`src/pkg/dkc_pkg.sv`:
```
// constants, state codes and carriers for the 1k x 1 dynamic memory cycle controller
// assumes a 100 MHz system clock; the memory itself has no clock
//
// Contract
// - read: address presented, read/write select high
// - write: low select pulse stores input data
// - read-modify-write: data read before write pulse
// - refresh is read cycle on low five lines
// - every row refreshed within 2 ms
// - read cycles start no closer than 480 ns
// - write and read-modify-write cycles take 580 ns
package dkc_pkg;
  localparam int unsigned CLK_PERIOD_NS = 10;
  localparam int unsigned ADDR_W = 10;
  localparam int unsigned ROW_W = 5;
  localparam int unsigned WORDS = 1024;
  // cycle minima in ns, counts round up
  localparam int unsigned T_RD_NS = 480;
  localparam int unsigned T_WR_NS = 580;
  localparam int unsigned T_RD_CYC = (T_RD_NS + CLK_PERIOD_NS - 1) / CLK_PERIOD_NS;
  localparam int unsigned T_WR_CYC = (T_WR_NS + CLK_PERIOD_NS - 1) / CLK_PERIOD_NS;
  // refresh period 2 ms, spread over 32 rows, longest rounds down
  localparam int unsigned T_REF_NS = 2000000;
  localparam int unsigned T_REF_CYC = T_REF_NS / CLK_PERIOD_NS;
  localparam int unsigned REF_INT_CYC = T_REF_CYC / (1 << ROW_W) - T_WR_CYC * 2;
  // phase marks inside one cycle, in clocks from start
  localparam logic [7:0] PH_CE_ON = 8'h0D;
  localparam logic [7:0] PH_SAMPLE = 8'h1F;
  localparam logic [7:0] PH_WR_ON = 8'h20;
  localparam logic [7:0] PH_WR_OFF = 8'h26;
  localparam logic [7:0] PH_PRE_OFF = 8'h14;
  localparam logic [7:0] PH_CE_OFF = 8'h28;
  localparam logic [1:0] OP_READ = 2'h0;
  localparam logic [1:0] OP_WRITE = 2'h1;
  localparam logic [1:0] OP_RMW = 2'h2;
  localparam logic [1:0] OP_REFR = 2'h3;

  typedef enum logic [1:0] {
    DKC_IDLE = 2'b00,
    DKC_RUN = 2'b01,
    DKC_DONE = 2'b10
  } dkc_state_e;

  // request from the user side
  typedef struct packed {
    logic [1:0] op;
    logic [ADDR_W-1:0] addr;
    logic wdata;
  } dkc_req_s;

  // pins toward the memory
  typedef struct packed {
    logic pre;
    logic ce;
    logic rw;
    logic [ADDR_W-1:0] word_address;
    logic din;
  } dkc_pins_s;
endpackage : dkc_pkg

```
`src/rtl/dkc_refresh_timer.sv`:
```
// refresh pacing: raises a request every interval, steps the row
// assumes the main controller acknowledges with a one-cycle pulse
`timescale 1ns/100ps
`default_nettype none
module dkc_refresh_timer #(
  parameter int unsigned INTERVAL = dkc_pkg::REF_INT_CYC
) (
  input wire logic clk_i,
  input wire logic sys_rst_i,
  input wire logic ack_i,
  output logic req_o,
  output logic [dkc_pkg::ROW_W-1:0] row_o
);
  import dkc_pkg::*;
  logic [17:0] cnt_r; // interval countdown
  logic expired; // interval elapsed
  assign expired = (cnt_r == 18'h00000);

  // count down, request stays until served; set beats ack
  always_ff @(posedge clk_i) begin
    if (sys_rst_i) begin
      cnt_r <= 18'h00000;
      req_o <= 1'b0;
      row_o <= '0;
    end else begin
      cnt_r <= expired ? 18'(INTERVAL - 1) : cnt_r - 18'h00001;
      if (expired) begin
        req_o <= 1'b1;
      end else if (ack_i) begin
        req_o <= 1'b0;
      end
      if (ack_i) begin
        row_o <= row_o + {{(ROW_W-1){1'b0}}, 1'b1};
      end
    end
  end
endmodule : dkc_refresh_timer
`default_nettype wire

```
`src/rtl/dkc_ctrl.sv`:
```
// host side controller for a 1k x 1 dynamic memory: runs read, write,
// read-modify-write and refresh cycles on the strobes
// assumes memory pins are asynchronous; dout passes two flops
`timescale 1ns/100ps
`default_nettype none
module dkc_ctrl #(
  parameter int unsigned REF_INTERVAL = dkc_pkg::REF_INT_CYC
) (
  input wire logic clk_i,
  input wire logic sys_rst_i,
  input wire logic req_valid_i,
  input wire dkc_pkg::dkc_req_s req_i,
  output logic req_ready_o,
  output logic rsp_valid_o,
  output logic rsp_data_o,
  output dkc_pkg::dkc_pins_s pins_o,
  input wire logic dout_i
);
  import dkc_pkg::*;

  dkc_state_e state_r; // cycle state
  logic [7:0] ph_r; // phase counter within a cycle
  logic [1:0] op_r; // op in flight
  logic [ADDR_W-1:0] addr_r; // latched address
  logic wdata_r; // latched write data
  logic rdata_r; // captured read bit
  logic dout_s1_r; // synchroniser stage 1
  logic dout_s2_r; // synchroniser stage 2
  logic ref_req; // refresh due
  logic ref_ack; // refresh granted
  logic [ROW_W-1:0] ref_row; // next row
  logic start_ref; // begin refresh cycle
  logic start_usr; // begin user cycle
  logic [7:0] cyc_len; // minimum span of the op
  logic writes; // op has write pulse
  logic cyc_end; // last phase reached
  logic pre_on; // precharge strobe window
  logic ce_on; // chip enable window
  logic wr_on; // write pulse window

  dkc_refresh_timer #(.INTERVAL(REF_INTERVAL)) u_ref (
    .clk_i(clk_i),
    .sys_rst_i(sys_rst_i),
    .ack_i(ref_ack),
    .req_o(ref_req),
    .row_o(ref_row)
  );

  // refresh wins over user requests when both wait
  assign start_ref = (state_r == DKC_IDLE) && ref_req;
  assign start_usr = (state_r == DKC_IDLE) && !ref_req && req_valid_i;
  assign ref_ack = start_ref;
  assign writes = (op_r == OP_WRITE) || (op_r == OP_RMW);
  // read and refresh spaced 480 ns, writes 580 ns
  assign cyc_len = writes ? 8'(T_WR_CYC) : 8'(T_RD_CYC);
  assign cyc_end = (state_r == DKC_RUN) && (ph_r == cyc_len - 8'h01);
  // precharge first, chip enable after, both released before the end
  assign pre_on = (state_r == DKC_RUN) && (ph_r < PH_PRE_OFF);
  assign ce_on = (state_r == DKC_RUN) && (ph_r >= PH_CE_ON) && (ph_r < PH_CE_OFF);
  // write pulse low after the read sample, so rmw sees old data
  assign wr_on = ce_on && writes && (ph_r >= PH_WR_ON) && (ph_r < PH_WR_OFF);

  // dout crosses in from the pin
  always_ff @(posedge clk_i) begin
    if (sys_rst_i) begin
      dout_s1_r <= 1'b0;
      dout_s2_r <= 1'b0;
    end else begin
      dout_s1_r <= dout_i;
      dout_s2_r <= dout_s1_r;
    end
  end

  // cycle sequencer
  always_ff @(posedge clk_i) begin
    if (sys_rst_i) begin
      state_r <= DKC_IDLE;
      ph_r <= 8'h00;
      op_r <= OP_READ;
      addr_r <= '0;
      wdata_r <= 1'b0;
      rdata_r <= 1'b0;
    end else begin
      unique case (state_r)
        DKC_IDLE: begin
          ph_r <= 8'h00;
          if (start_ref) begin
            op_r <= OP_REFR;
            addr_r <= {{(ADDR_W-ROW_W){1'b0}}, ref_row};
            state_r <= DKC_RUN;
          end else if (start_usr) begin
            op_r <= req_i.op;
            addr_r <= req_i.addr;
            wdata_r <= req_i.wdata;
            state_r <= DKC_RUN;
          end
        end
        DKC_RUN: begin
          ph_r <= ph_r + 8'h01;
          // read data valid before any write pulse
          if (ph_r == PH_SAMPLE) begin
            rdata_r <= dout_s2_r;
          end
          if (cyc_end) begin
            state_r <= DKC_DONE;
          end
        end
        DKC_DONE: begin
          state_r <= DKC_IDLE;
        end
        default: begin
          state_r <= DKC_IDLE;
        end
      endcase
    end
  end

  // registered outputs; dout is only driven while ce is active
  always_ff @(posedge clk_i) begin
    if (sys_rst_i) begin
      pins_o <= '{pre: 1'b0, ce: 1'b0, rw: 1'b1, word_address: '0, din: 1'b0};
      req_ready_o <= 1'b0;
      rsp_valid_o <= 1'b0;
      rsp_data_o <= 1'b0;
    end else begin
      pins_o.pre <= pre_on;
      pins_o.ce <= ce_on;
      pins_o.rw <= !wr_on;
      pins_o.word_address <= addr_r;
      pins_o.din <= wdata_r;
      req_ready_o <= start_usr;
      rsp_valid_o <= cyc_end && (op_r != OP_REFR) && (op_r != OP_WRITE);
      rsp_data_o <= rdata_r;
    end
  end

  // spacing counter for checks
  logic [9:0] gap_r;
  always_ff @(posedge clk_i) begin
    if (sys_rst_i) begin
      gap_r <= 10'h3FF;
    end else begin
      gap_r <= (start_ref || start_usr) ? 10'h000 : ((gap_r == 10'h3FF) ? gap_r : gap_r + 10'h001);
    end
  end

  chk_read_spacing: assert property (@(posedge clk_i) disable iff (sys_rst_i)
    (start_ref || start_usr) |-> gap_r >= 10'(T_RD_CYC))
    else $error("cycle started too soon");
  chk_write_length: assert property (@(posedge clk_i) disable iff (sys_rst_i)
    (start_ref || start_usr) && writes && $past(state_r) == DKC_DONE |-> gap_r >= 10'(T_WR_CYC))
    else $error("write cycle too short");
  chk_pre_before_ce: assert property (@(posedge clk_i) disable iff (sys_rst_i)
    $rose(pins_o.ce) |-> pins_o.pre && $past(pins_o.pre, 2))
    else $error("chip enable without precharge");
  chk_write_in_ce: assert property (@(posedge clk_i) disable iff (sys_rst_i)
    !pins_o.rw |-> pins_o.ce && $stable(pins_o.din))
    else $error("write pulse outside chip enable");
  chk_sample_first: assert property (@(posedge clk_i) disable iff (sys_rst_i)
    $fell(pins_o.rw) |-> $past(ph_r) > PH_SAMPLE)
    else $error("write before read sample");
  chk_refresh_row: assert property (@(posedge clk_i) disable iff (sys_rst_i)
    start_ref |=> addr_r[ADDR_W-1:ROW_W] == '0 && op_r == OP_REFR)
    else $error("refresh address wrong");
  chk_refresh_served: assert property (@(posedge clk_i) disable iff (sys_rst_i)
    $rose(ref_req) |-> ##[0:80] ref_ack)
    else $error("refresh starved");
  chk_idle_released: assert property (@(posedge clk_i) disable iff (sys_rst_i)
    state_r == DKC_DONE |=> !pins_o.ce && !pins_o.pre && pins_o.rw)
    else $error("strobes held across cycles");
  chk_read_rw_high: assert property (@(posedge clk_i) disable iff (sys_rst_i)
    state_r == DKC_RUN && !writes |=> pins_o.rw)
    else $error("read cycle pulsed write");
  chk_addr_stable: assert property (@(posedge clk_i) disable iff (sys_rst_i)
    pins_o.ce && $past(pins_o.ce) |-> $stable(pins_o.word_address))
    else $error("address moved under chip enable");

  cov_read: cover property (@(posedge clk_i) rsp_valid_o && op_r == OP_READ);
  cov_rmw: cover property (@(posedge clk_i) rsp_valid_o && op_r == OP_RMW);
  cov_refresh: cover property (@(posedge clk_i) start_ref);
  cov_ref_vs_usr: cover property (@(posedge clk_i) start_ref && req_valid_i);
endmodule : dkc_ctrl
`default_nettype wire

```
`config.mk`:
```
export PLATFORM = sky130hd
export DESIGN_NAME = dkc_ctrl
export DESIGN_NICKNAME = d
export VERILOG_FILES = /design/src/pkg/dkc_pkg.sv /design/src/rtl/dkc_refresh_timer.sv /design/src/rtl/dkc_ctrl.sv
export SDC_FILE = /design/constraint.sdc
export NUM_CORES = 1
export LEC_CHECK = 0
export BUFFER_PORTS_ARGS = -buffer_cell sky130_fd_sc_hd__buf_4
export CAP_MARGIN = 20
export CORE_ASPECT_RATIO = 0.7
export CORE_MARGIN = 2
export CORE_UTILIZATION = 51
export DETAILED_ROUTE_END_ITERATION = 8
export PLACE_DENSITY = 0.74
export SLEW_MARGIN = 10
export SYNTH_ARGS = -nofsm -noshare
export SYNTH_HDL_FRONTEND = slang
export SYNTH_SLANG_ARGS = --single-unit
```
`constraint.sdc`:
```
create_clock -name clk_i -period 1.7 [get_ports clk_i]
set_input_delay 0.425 -clock clk_i [delete_from_list [all_inputs] [get_ports clk_i]]
set_output_delay 0.425 -clock clk_i [all_outputs]
set_load 0.1 [all_outputs]
```
==> results of run 1 <==
-- power by group through the flow --
stage / logic, mW / clock network, mW / registers [mW]
floorplan: 1.10 / 0 / 2.39
global placement: 1.88 / 0 / 2.15
finish: 2.05 / 1.16 / 2.18
detailed placement: 1.93 / 0 / 2.16
global route: 2.23 / 1.28 / 2.21
CTS: 1.95 / 1.20 / 2.13
-- what timing repair did --
action                     4_1_cts  5_1_grt
hold buffers                     0        0
setup endpoints to repair        3       15
pin swaps                        3        6
setup buffers                    0        1
gates resized for setup          3       15
-- area by class of cell --
type | count | area (um^2)
clock buffer | 9 | 123.9
timing repair buffer | 59 | 442.9
clock inverter | 7 | 53.80
sequential | 67 | 1350
fill | 432 | 1738
multi-input combinational | 209 | 1398
tap | 72 | 90.09
inverter | 9 | 33.78
-- state kept, by name, indices dropped and copies added, names as in the netlist, 2 cells and up --
name,count
u_ref.cnt_r,18
pins_o,14
addr_r,10
ph_r,8
u_ref.row_o,5
op_r,2
state_r,2
-- stage by stage --
stage	power [mW]	hold slack (ns)	utilization, %	instances	setup TNS, ns
3_3_place_gp	4.039	0.4315	61.99	415	0
6_report	5.384	0.3104	66.77	432	0
3_5_place_dp	4.090	0.4469	61.99	415	-0.1194
4_1_cts	5.281	0.2910	65.77	431	0
2_1_floorplan	3.481	0.4138	-	298	0
5_1_grt	5.726	0.2938	66.77	432	-0.1668
-- how the worst max path moves through the flow --
stage / from / to / slack (ns) / cells past startpoint
finish: u_ref.cnt_r[4] / u_ref.cnt_r[17] / 0.04 / 4
global route: u_ref.cnt_r[4] / u_ref.cnt_r[17] / -0.06 / 4
CTS: u_ref.cnt_r[0] / u_ref.cnt_r[17] / 0.004 / 4
detailed placement: op_r[1] / rsp_valid_o / -0.08 / 5
global placement: op_r[1] / state_r[0] / 0.03 / 6
floorplan: u_ref.cnt_r[0] / u_ref.cnt_r[11] / 0.007 / 6
-- cells in the final DEF (no fill, tap or decap), types with 3 or more instances in the layout --
cell type	netlist	final
sky130_fd_sc_hd__dfxtp_2	0	4
sky130_fd_sc_hd__nand3_1	11	11
sky130_fd_sc_hd__nor4_1	6	3
sky130_fd_sc_hd__inv_1	9	6
sky130_fd_sc_hd__nand2_1	22	22
sky130_fd_sc_hd__xor2_1	11	11
sky130_fd_sc_hd__xnor2_1	10	10
sky130_fd_sc_hd__a21oi_2	1	3
sky130_fd_sc_hd__nand4_1	6	6
sky130_fd_sc_hd__ha_1	8	6
sky130_fd_sc_hd__nor2b_1	16	16
sky130_fd_sc_hd__a21oi_1	21	19
sky130_fd_sc_hd__inv_2	0	3
sky130_fd_sc_hd__o221ai_1	3	3
sky130_fd_sc_hd__nand3b_1	7	7
sky130_fd_sc_hd__buf_4	0	59
sky130_fd_sc_hd__clkbuf_8	0	9
sky130_fd_sc_hd__nand2b_1	3	3
sky130_fd_sc_hd__nor4_2	0	3
sky130_fd_sc_hd__o21ai_0	13	13
sky130_fd_sc_hd__nor2_1	33	33
sky130_fd_sc_hd__dfxtp_1	67	62
-- per-layer routing --
layer | wire [um] | part of all wire, %
met1 | 2818 | 49
met2 | 2546 | 44
met3 | 358 | 6.2
met4 | 35 | 0.61
met5 | 0 | 0
-- cell families (layout without fill, tap and decap cells) --
family | count (synthesis) | in the layout
buffers and inverters | 22 | 84
AO/OA/AOI/OAI | 49 | 49
flip-flops | 67 | 67
multiplexers | 1 | 1
adder cells (fa/ha/maj) | 8 | 8
AND/OR/NAND/NOR | 130 | 130
XOR/XNOR | 21 | 21
==> metrics.log, run 1 <==
[metrics] count of H-tree levels built during CTS: 3
[metrics] RSZ-0062 raised after global routing: yes
[metrics] most frequent cells after synthesis: sky130_fd_sc_hd__dfxtp_1 (67), sky130_fd_sc_hd__nor2_1 (33), sky130_fd_sc_hd__nand2_1 (22), sky130_fd_sc_hd__a21oi_1 (21), sky130_fd_sc_hd__nor2b_1 (16)
[metrics] M3 GR Usage: 8.028%
[metrics] Min Clock Period, post-route: 1.663 ns
[metrics] TritonCTS Buffers: 9
[metrics] critical path start-end classification: flip-flop to flip-flop
[metrics] CP delay by family, top: simple AND/OR/NAND/NOR gates
[metrics] Clk Tree Root Cell: sky130_fd_sc_hd__clkbuf_8
[metrics] number of DRC violations after detailed-routing iteration 0: 183
[metrics] met2 Use GR: 30.33%
[metrics] Switching Power: 2.028 mW
[metrics] post-route cell area: 3492 um^2
[metrics] simple-gate share of the synthesized area: 27.24%
[metrics] sequential fraction of the synthesis area: 48.51%
[metrics] Synth warnings: 0
[metrics] Clock Latency Late Sink: 0.34 ns
[metrics] post-route worst setup slack: 0.03676 ns
[metrics] critical-path maximum fanout: 5
[metrics] count of unique library cells instantiated by Yosys: 47
[metrics] I/O Pins: 34
[metrics] synthesized area per cell: 9.279 um^2
[metrics] internal power of the cells: 3.356 mW
[metrics] clock tree from TritonCTS: yes
[metrics] global placement routability congestion: 0.8224
[metrics] routed wire length per instance: 13.33 um
[metrics] met1 Resource Use GR: 28.15%
[metrics] hold path startpoint: sys_rst_i
[metrics] combined buffer and inverter count along the critical path: 0
[metrics] crit path cell chain: nor4_2 > nand4_2 > or4b_1 > a21oi_1
[metrics] class of the tightest hold or removal check: primary input to flip-flop
[metrics] Max Freq: 601.2 MHz
[metrics] Avg Vias per Cell: 5.164
[metrics] endpoints failing hold: 0
[metrics] portion of total power attributed to combinational logic: 38.0%
[metrics] Total Die Area: 6036 um^2
[metrics] buffer depth of the longest clock path: 2
[metrics] global-route wire length before repair: 9.584 mm
[metrics] global-route layer with the greatest usage: met2
[metrics] required time of the worst setup path: 1.97 ns
[metrics] overall routed net length: 5.758 mm
[metrics] reg-to-reg slack, setup: 0.04 ns
[metrics] Clock Skew: 0.008539 ns
[metrics] via count of the first global-routing pass: 2033
[metrics] maximum vdd ir drop: 0.0009412 V
[metrics] diodes inserted: 0
[metrics] fraction of the mapped netlist area in adder cells: 3.620%
[metrics] top area cells in the synthesized netlist: sky130_fd_sc_hd__dfxtp_1 (49%), sky130_fd_sc_hd__nor2_1 (4.5%), sky130_fd_sc_hd__a21oi_1 (3.8%)
[metrics] sort of element at the end of the critical path: flip-flop
[metrics] standard-cell rows: 22
[metrics] post-route antenna net violation count: 0
[metrics] largest family of logic cells by synthesized area: simple AND/OR/NAND/NOR gates
[metrics] pwr dens: 1542 nW/um^2
[metrics] pre-CTS setup slack: -0.07589 ns
[metrics] maximum number of pins on one net before global-route repair: 24
[metrics] synthesized-area fraction occupied by xor and xnor cells: 6.652%
[metrics] number of clock sinks: 67
[metrics] IO Port Bufs: 33
[metrics] part of the total power dissipated in the clock network: 21.6%
[metrics] Max-Slew Margin vs Limit: 76.60%
[metrics] Die Y: 65.61 um
[metrics] count of max-cap constraint violations: 0
[metrics] measured slew at the worst slew-check pin: 0.3481 ns
[metrics] complex-gate fraction of the synthesized area: 10.63%
[metrics] share of synthesized registers carrying an async set or reset: 0%
[metrics] max-slew violation count: 0
[metrics] cell with the most instances after synthesis: sky130_fd_sc_hd__dfxtp_1
[metrics] Placeable Area: 5230 um^2
[metrics] Syn Inst Count: 298
[metrics] GRT Util Overall: 20.71%
[metrics] capture endpoint of the worst hold path: op_r[1]
[metrics] DIE WIDTH: 92.01 um
[metrics] longest individual stage delay on the worst path: 0.50 ns
[metrics] Vias: 2231
[metrics] Layout area overhead: 26.29%
[metrics] remaining global-route overflow: 0
[metrics] effective utilization at floorplan: 52.87%
[metrics] endpoint of the worst-slack reg-to-reg timing path: u_ref.cnt_r[17]
[metrics] Placed Area: 3242 um^2
[metrics] Final Setup Violations: 0
[metrics] Clk pin slew, worst setup/hold paths: 0.07 ns
[metrics] leakage component of the power: 1.397 nW
[metrics] fraction of synthesized cell area taken by the top area cell type: 48.51%
[metrics] result of the run: finished, final reports clean
[metrics] portion of the clock cycle consumed by the worst path in the final layout: 97.84%
[metrics] critical path data arrival time: 1.94 ns
[metrics] count of nets after finishing: 380
[metrics] register bit count reported by yosys: 67
[metrics] residual DRC count: 0
[metrics] most common flop cell mapped by yosys: sky130_fd_sc_hd__dfxtp_1
[metrics] number of iterations in the first detailed-routing pass: 5
[metrics] highest-delay cell along the critical path: sky130_fd_sc_hd__or4b_1
[metrics] startpoint kind of the worst setup timing path: flip-flop
[metrics] netlist area before placement: 2765 um^2
[metrics] Synthesized Nets: 323
[metrics] number of enable flip-flop cells after synthesis: 0
[metrics] proportion of total power due to net switching: 37.67%
[metrics] worst hold path cell count: 2
[metrics] cells on worst reg2reg path: 4
[metrics] antenna violations before repair: 0
[metrics] leading area contributor after synthesis: sky130_fd_sc_hd__dfxtp_1
[metrics] layout cell share with drive strength beyond 1: 28.89%
[metrics] share of synthesized area spent on multiplexers: 0.3620%
[metrics] detailed placement HPWL: 4.010 mm
[metrics] Flop pwr share: 40.4%
[metrics] worst reg2reg path startpoint: u_ref.cnt_r[4]
(Power assumes the default switching activity.)
==> run 2: changes to the inputs <==
- CELL_PAD_IN_SITES_DETAIL_PLACEMENT: default -> 0
- CELL_PAD_IN_SITES_GLOBAL_PLACEMENT: default -> 1
- CORE_MARGIN: 2 -> default
- CORE_UTILIZATION: 51 -> 39
- PLACE_DENSITY: 0.74 -> default
- PLACE_DENSITY_LB_ADDON: default -> 0.1
==> metrics.log, run 2 (same netlist as run 1, synthesis figures left out) <==
[metrics] portion of the clock cycle consumed by the worst path in the final layout: 99.24% (+1.4 points)
[metrics] Clk Tree Root Cell: sky130_fd_sc_hd__clkbuf_8
[metrics] overall routed net length: 5.903 mm (+2.5%)
[metrics] endpoint of the worst-slack reg-to-reg timing path: u_ref.cnt_r[9]
[metrics] Final Setup Violations: 0 (unchanged)
[metrics] buffer depth of the longest clock path: 2 (unchanged)
[metrics] commonest cells after routing, fill and taps aside: sky130_fd_sc_hd__buf_4 (62), sky130_fd_sc_hd__dfxtp_1 (61), sky130_fd_sc_hd__nor2_1 (33)
[metrics] global placement routability congestion: 0.7729 (-6.0%)
[metrics] capture endpoint of the worst hold path: dout_s1_r
[metrics] count of nets after finishing: 384 (+1.1%)
[metrics] CP delay by family, top: simple AND/OR/NAND/NOR gates
[metrics] pwr dens: 1570 nW/um^2 (+1.9%)
[metrics] critical path start-end classification: flip-flop to flip-flop
[metrics] number of DRC violations after detailed-routing iteration 0: 47 (-74%)
[metrics] maximum number of pins on one net before global-route repair: 25 (+4.2%)
[metrics] Die Y: 72.45 um (+10%)
[metrics] standard-cell rows: 25 (+14%)
[metrics] worst reg2reg path startpoint: u_ref.cnt_r[0]
[metrics] Vias: 2240 (+0.40%)
[metrics] Placeable Area: 6788 um^2 (+30%)
[metrics] count of H-tree levels built during CTS: 3 (unchanged)
[metrics] combined buffer and inverter count along the critical path: 1 (+1)
[metrics] worst hold path cell count: 2 (unchanged)
[metrics] cells on worst reg2reg path: 5 (+1)
[metrics] Avg Vias per Cell: 4.891 (-5.3%)
[metrics] sequential cell area in the final layout: 1351 um^2 (about the same)
[metrics] sum of negative setup slack: 0 ns (unchanged)
[metrics] global-route wire length before repair: 9.915 mm (+3.5%)
[metrics] Clock Skew: 0.005218 ns (-0.003321 ns)
[metrics] post-route antenna net violation count: 0 (unchanged)
[metrics] effective utilization at floorplan: 40.74% (-12 points)
[metrics] maximum vdd ir drop: 0.0009755 V (+3.6%)
[metrics] critical-path maximum fanout: 4 (-1)
[metrics] startpoint kind of the worst setup timing path: flip-flop
[metrics] required time of the worst setup path: 1.93 ns (-0.04 ns)
[metrics] RSZ-0062 raised after global routing: yes
[metrics] Min Clock Period, post-route: 1.687 ns (+0.02379 ns)
[metrics] Clk pin slew, worst setup/hold paths: 0.07 ns (about the same)
[metrics] Max-Slew Margin vs Limit: 71.41% (-5.2 points)
[metrics] I/O Pins: 34 (unchanged)
[metrics] class of the tightest hold or removal check: primary input to flip-flop
[metrics] sort of element at the end of the critical path: flip-flop
[metrics] result of the run: finished, final reports clean
[metrics] DIE WIDTH: 102.6 um (+12%)
[metrics] max-slew violation count: 0 (unchanged)
[metrics] Total Die Area: 7436 um^2 (+23%)
[metrics] number of iterations in the first detailed-routing pass: 4 (-1)
[metrics] crit path cell chain: buf_6 > or4_4 > nor4b_4 > xnor2_1 > a21oi_2
[metrics] number of clock sinks: 67 (unchanged)
[metrics] count of fill cells added during filler insertion: 645 (+49%)
[metrics] clock tree from TritonCTS: yes
[metrics] residual DRC count: 0 (unchanged)
[metrics] IO Port Bufs: 33 (unchanged)
[metrics] hold path startpoint: dout_i
[metrics] via count of the first global-routing pass: 2065 (+1.6%)
[metrics] count of max-cap constraint violations: 0 (unchanged)
[metrics] Max Freq: 592.8 MHz (-1.4%)
[metrics] detailed placement HPWL: 4.024 mm (+0.35%)
[metrics] multi-input logic area: 1426 um^2 (+2.1%)
[metrics] GRT Util Overall: 17.72% (-3.0 points)
[metrics] endpoints failing hold: 0 (unchanged)
[metrics] Clock Latency Late Sink: 0.35 ns (about the same)
[metrics] diodes inserted: 0 (unchanged)
[metrics] TritonCTS Buffers: 9 (unchanged)
[metrics] routed wire length per instance: 12.89 um (-3.3%)
[metrics] most flop-heavy register: u_ref.cnt_r
[metrics] largest registers ranked by flip-flop count: u_ref.cnt_r x18, pins_o x14, addr_r x10
[metrics] remaining global-route overflow: 0 (unchanged)
[metrics] longest individual stage delay on the worst path: 0.55 ns (+0.05 ns)
[metrics] overall power of the completed layout: 5.663 mW (+5.2%)
[metrics] layout cell share with drive strength beyond 1: 30.77% (+1.9 points)
[metrics] reg-to-reg slack, setup: 0.01 ns (-0.02 ns)
[metrics] max FFs per register: 18 (unchanged)
[metrics] critical path data arrival time: 1.92 ns (-0.02 ns)
[metrics] highest-delay cell along the critical path: sky130_fd_sc_hd__or4_4
[metrics] most common cell after layout, fill and taps aside: sky130_fd_sc_hd__buf_4
[metrics] leakage component of the power: 1.438 nW (+2.9%)
[metrics] Layout area overhead: 30.41%
[metrics] antenna violations before repair: 0 (unchanged)
[metrics] measured slew at the worst slew-check pin: 0.4278 ns (+0.07968 ns)
[run 2: changes by cell type in the layout (fill, tap and decap cells not counted), sizes merged]
cell / delta
buf: +4
clkinv: -2
bufinv: +1
inv: +1
[run 2: cell type report]
cell class                      instances  share of cell area (%)
Timing Repair Buffer                   63                   13.22
Sequential cell                        67                   37.47
Tap cell                               94                   3.262
Inverter                                9                  0.9368
Clock inverter                          7                   2.117
Multi-Input combinational cell        209                   39.56
Clock buffer                            9                   3.435
[run 2: timing repair]
item	in CTS	in global routing
pin swaps	1	8
gates cloned	0	0
hold buffers	0	0
gates resized for setup	1	25
hold endpoints to repair	0	0
buffers inserted	0	5
endpoints found under the setup margin	3	17
[run 2: report_power, final]
part	total (mW)	switching [mW]	internal (mW)
Sequential	2.19	0.311	1.88
Clock	1.33	0.646	0.686
Combinational	2.14	1.11	1.03
Total	5.66	2.07	3.59
[run 2: metal layers]
metal | wire [um] | share of wire (%) | global-route usage, %
met5 | 0 | 0 | 0
met4 | 91 | 1.5 | 6.825
met2 | 2492 | 42 | 24.22
met1 | 3050 | 52 | 25.45
met3 | 268 | 4.5 | 5.877
[run 2: how the worst max path moves through the flow]
stage | start | end | cells after the start
after global routing | u_ref.cnt_r[0] | u_ref.cnt_r[9] | 6
final | u_ref.cnt_r[0] | u_ref.cnt_r[9] | 5
after global placement | op_r[1] | state_r[0] | 6
after floorplan | u_ref.cnt_r[0] | u_ref.cnt_r[11] | 6
after CTS | op_r[1] | state_r[0] | 6
after detailed placement | op_r[1] | state_r[0] | 6
[run 2: per-stage QoR]
| stage | utilization, % | area, um^2 | setup slack (ns) | hold WS [ns] | instances |
|---|---|---|---|---|---|
| after floorplan | - | 2765 | 0.007471 | 0.4138 | 298 |
| after global placement | 48.28 | 3277 | 0.01402 | 0.4183 | 438 |
| after detailed placement | 48.28 | 3277 | -0.004574 | 0.4253 | 438 |
| after CTS | 51.32 | 3483 | 0.01355 | 0.2789 | 454 |
| after global routing | 53.12 | 3606 | -0.03851 | 0.3109 | 458 |
| final | 53.12 | 3606 | 0.01297 | 0.2920 | 458 |
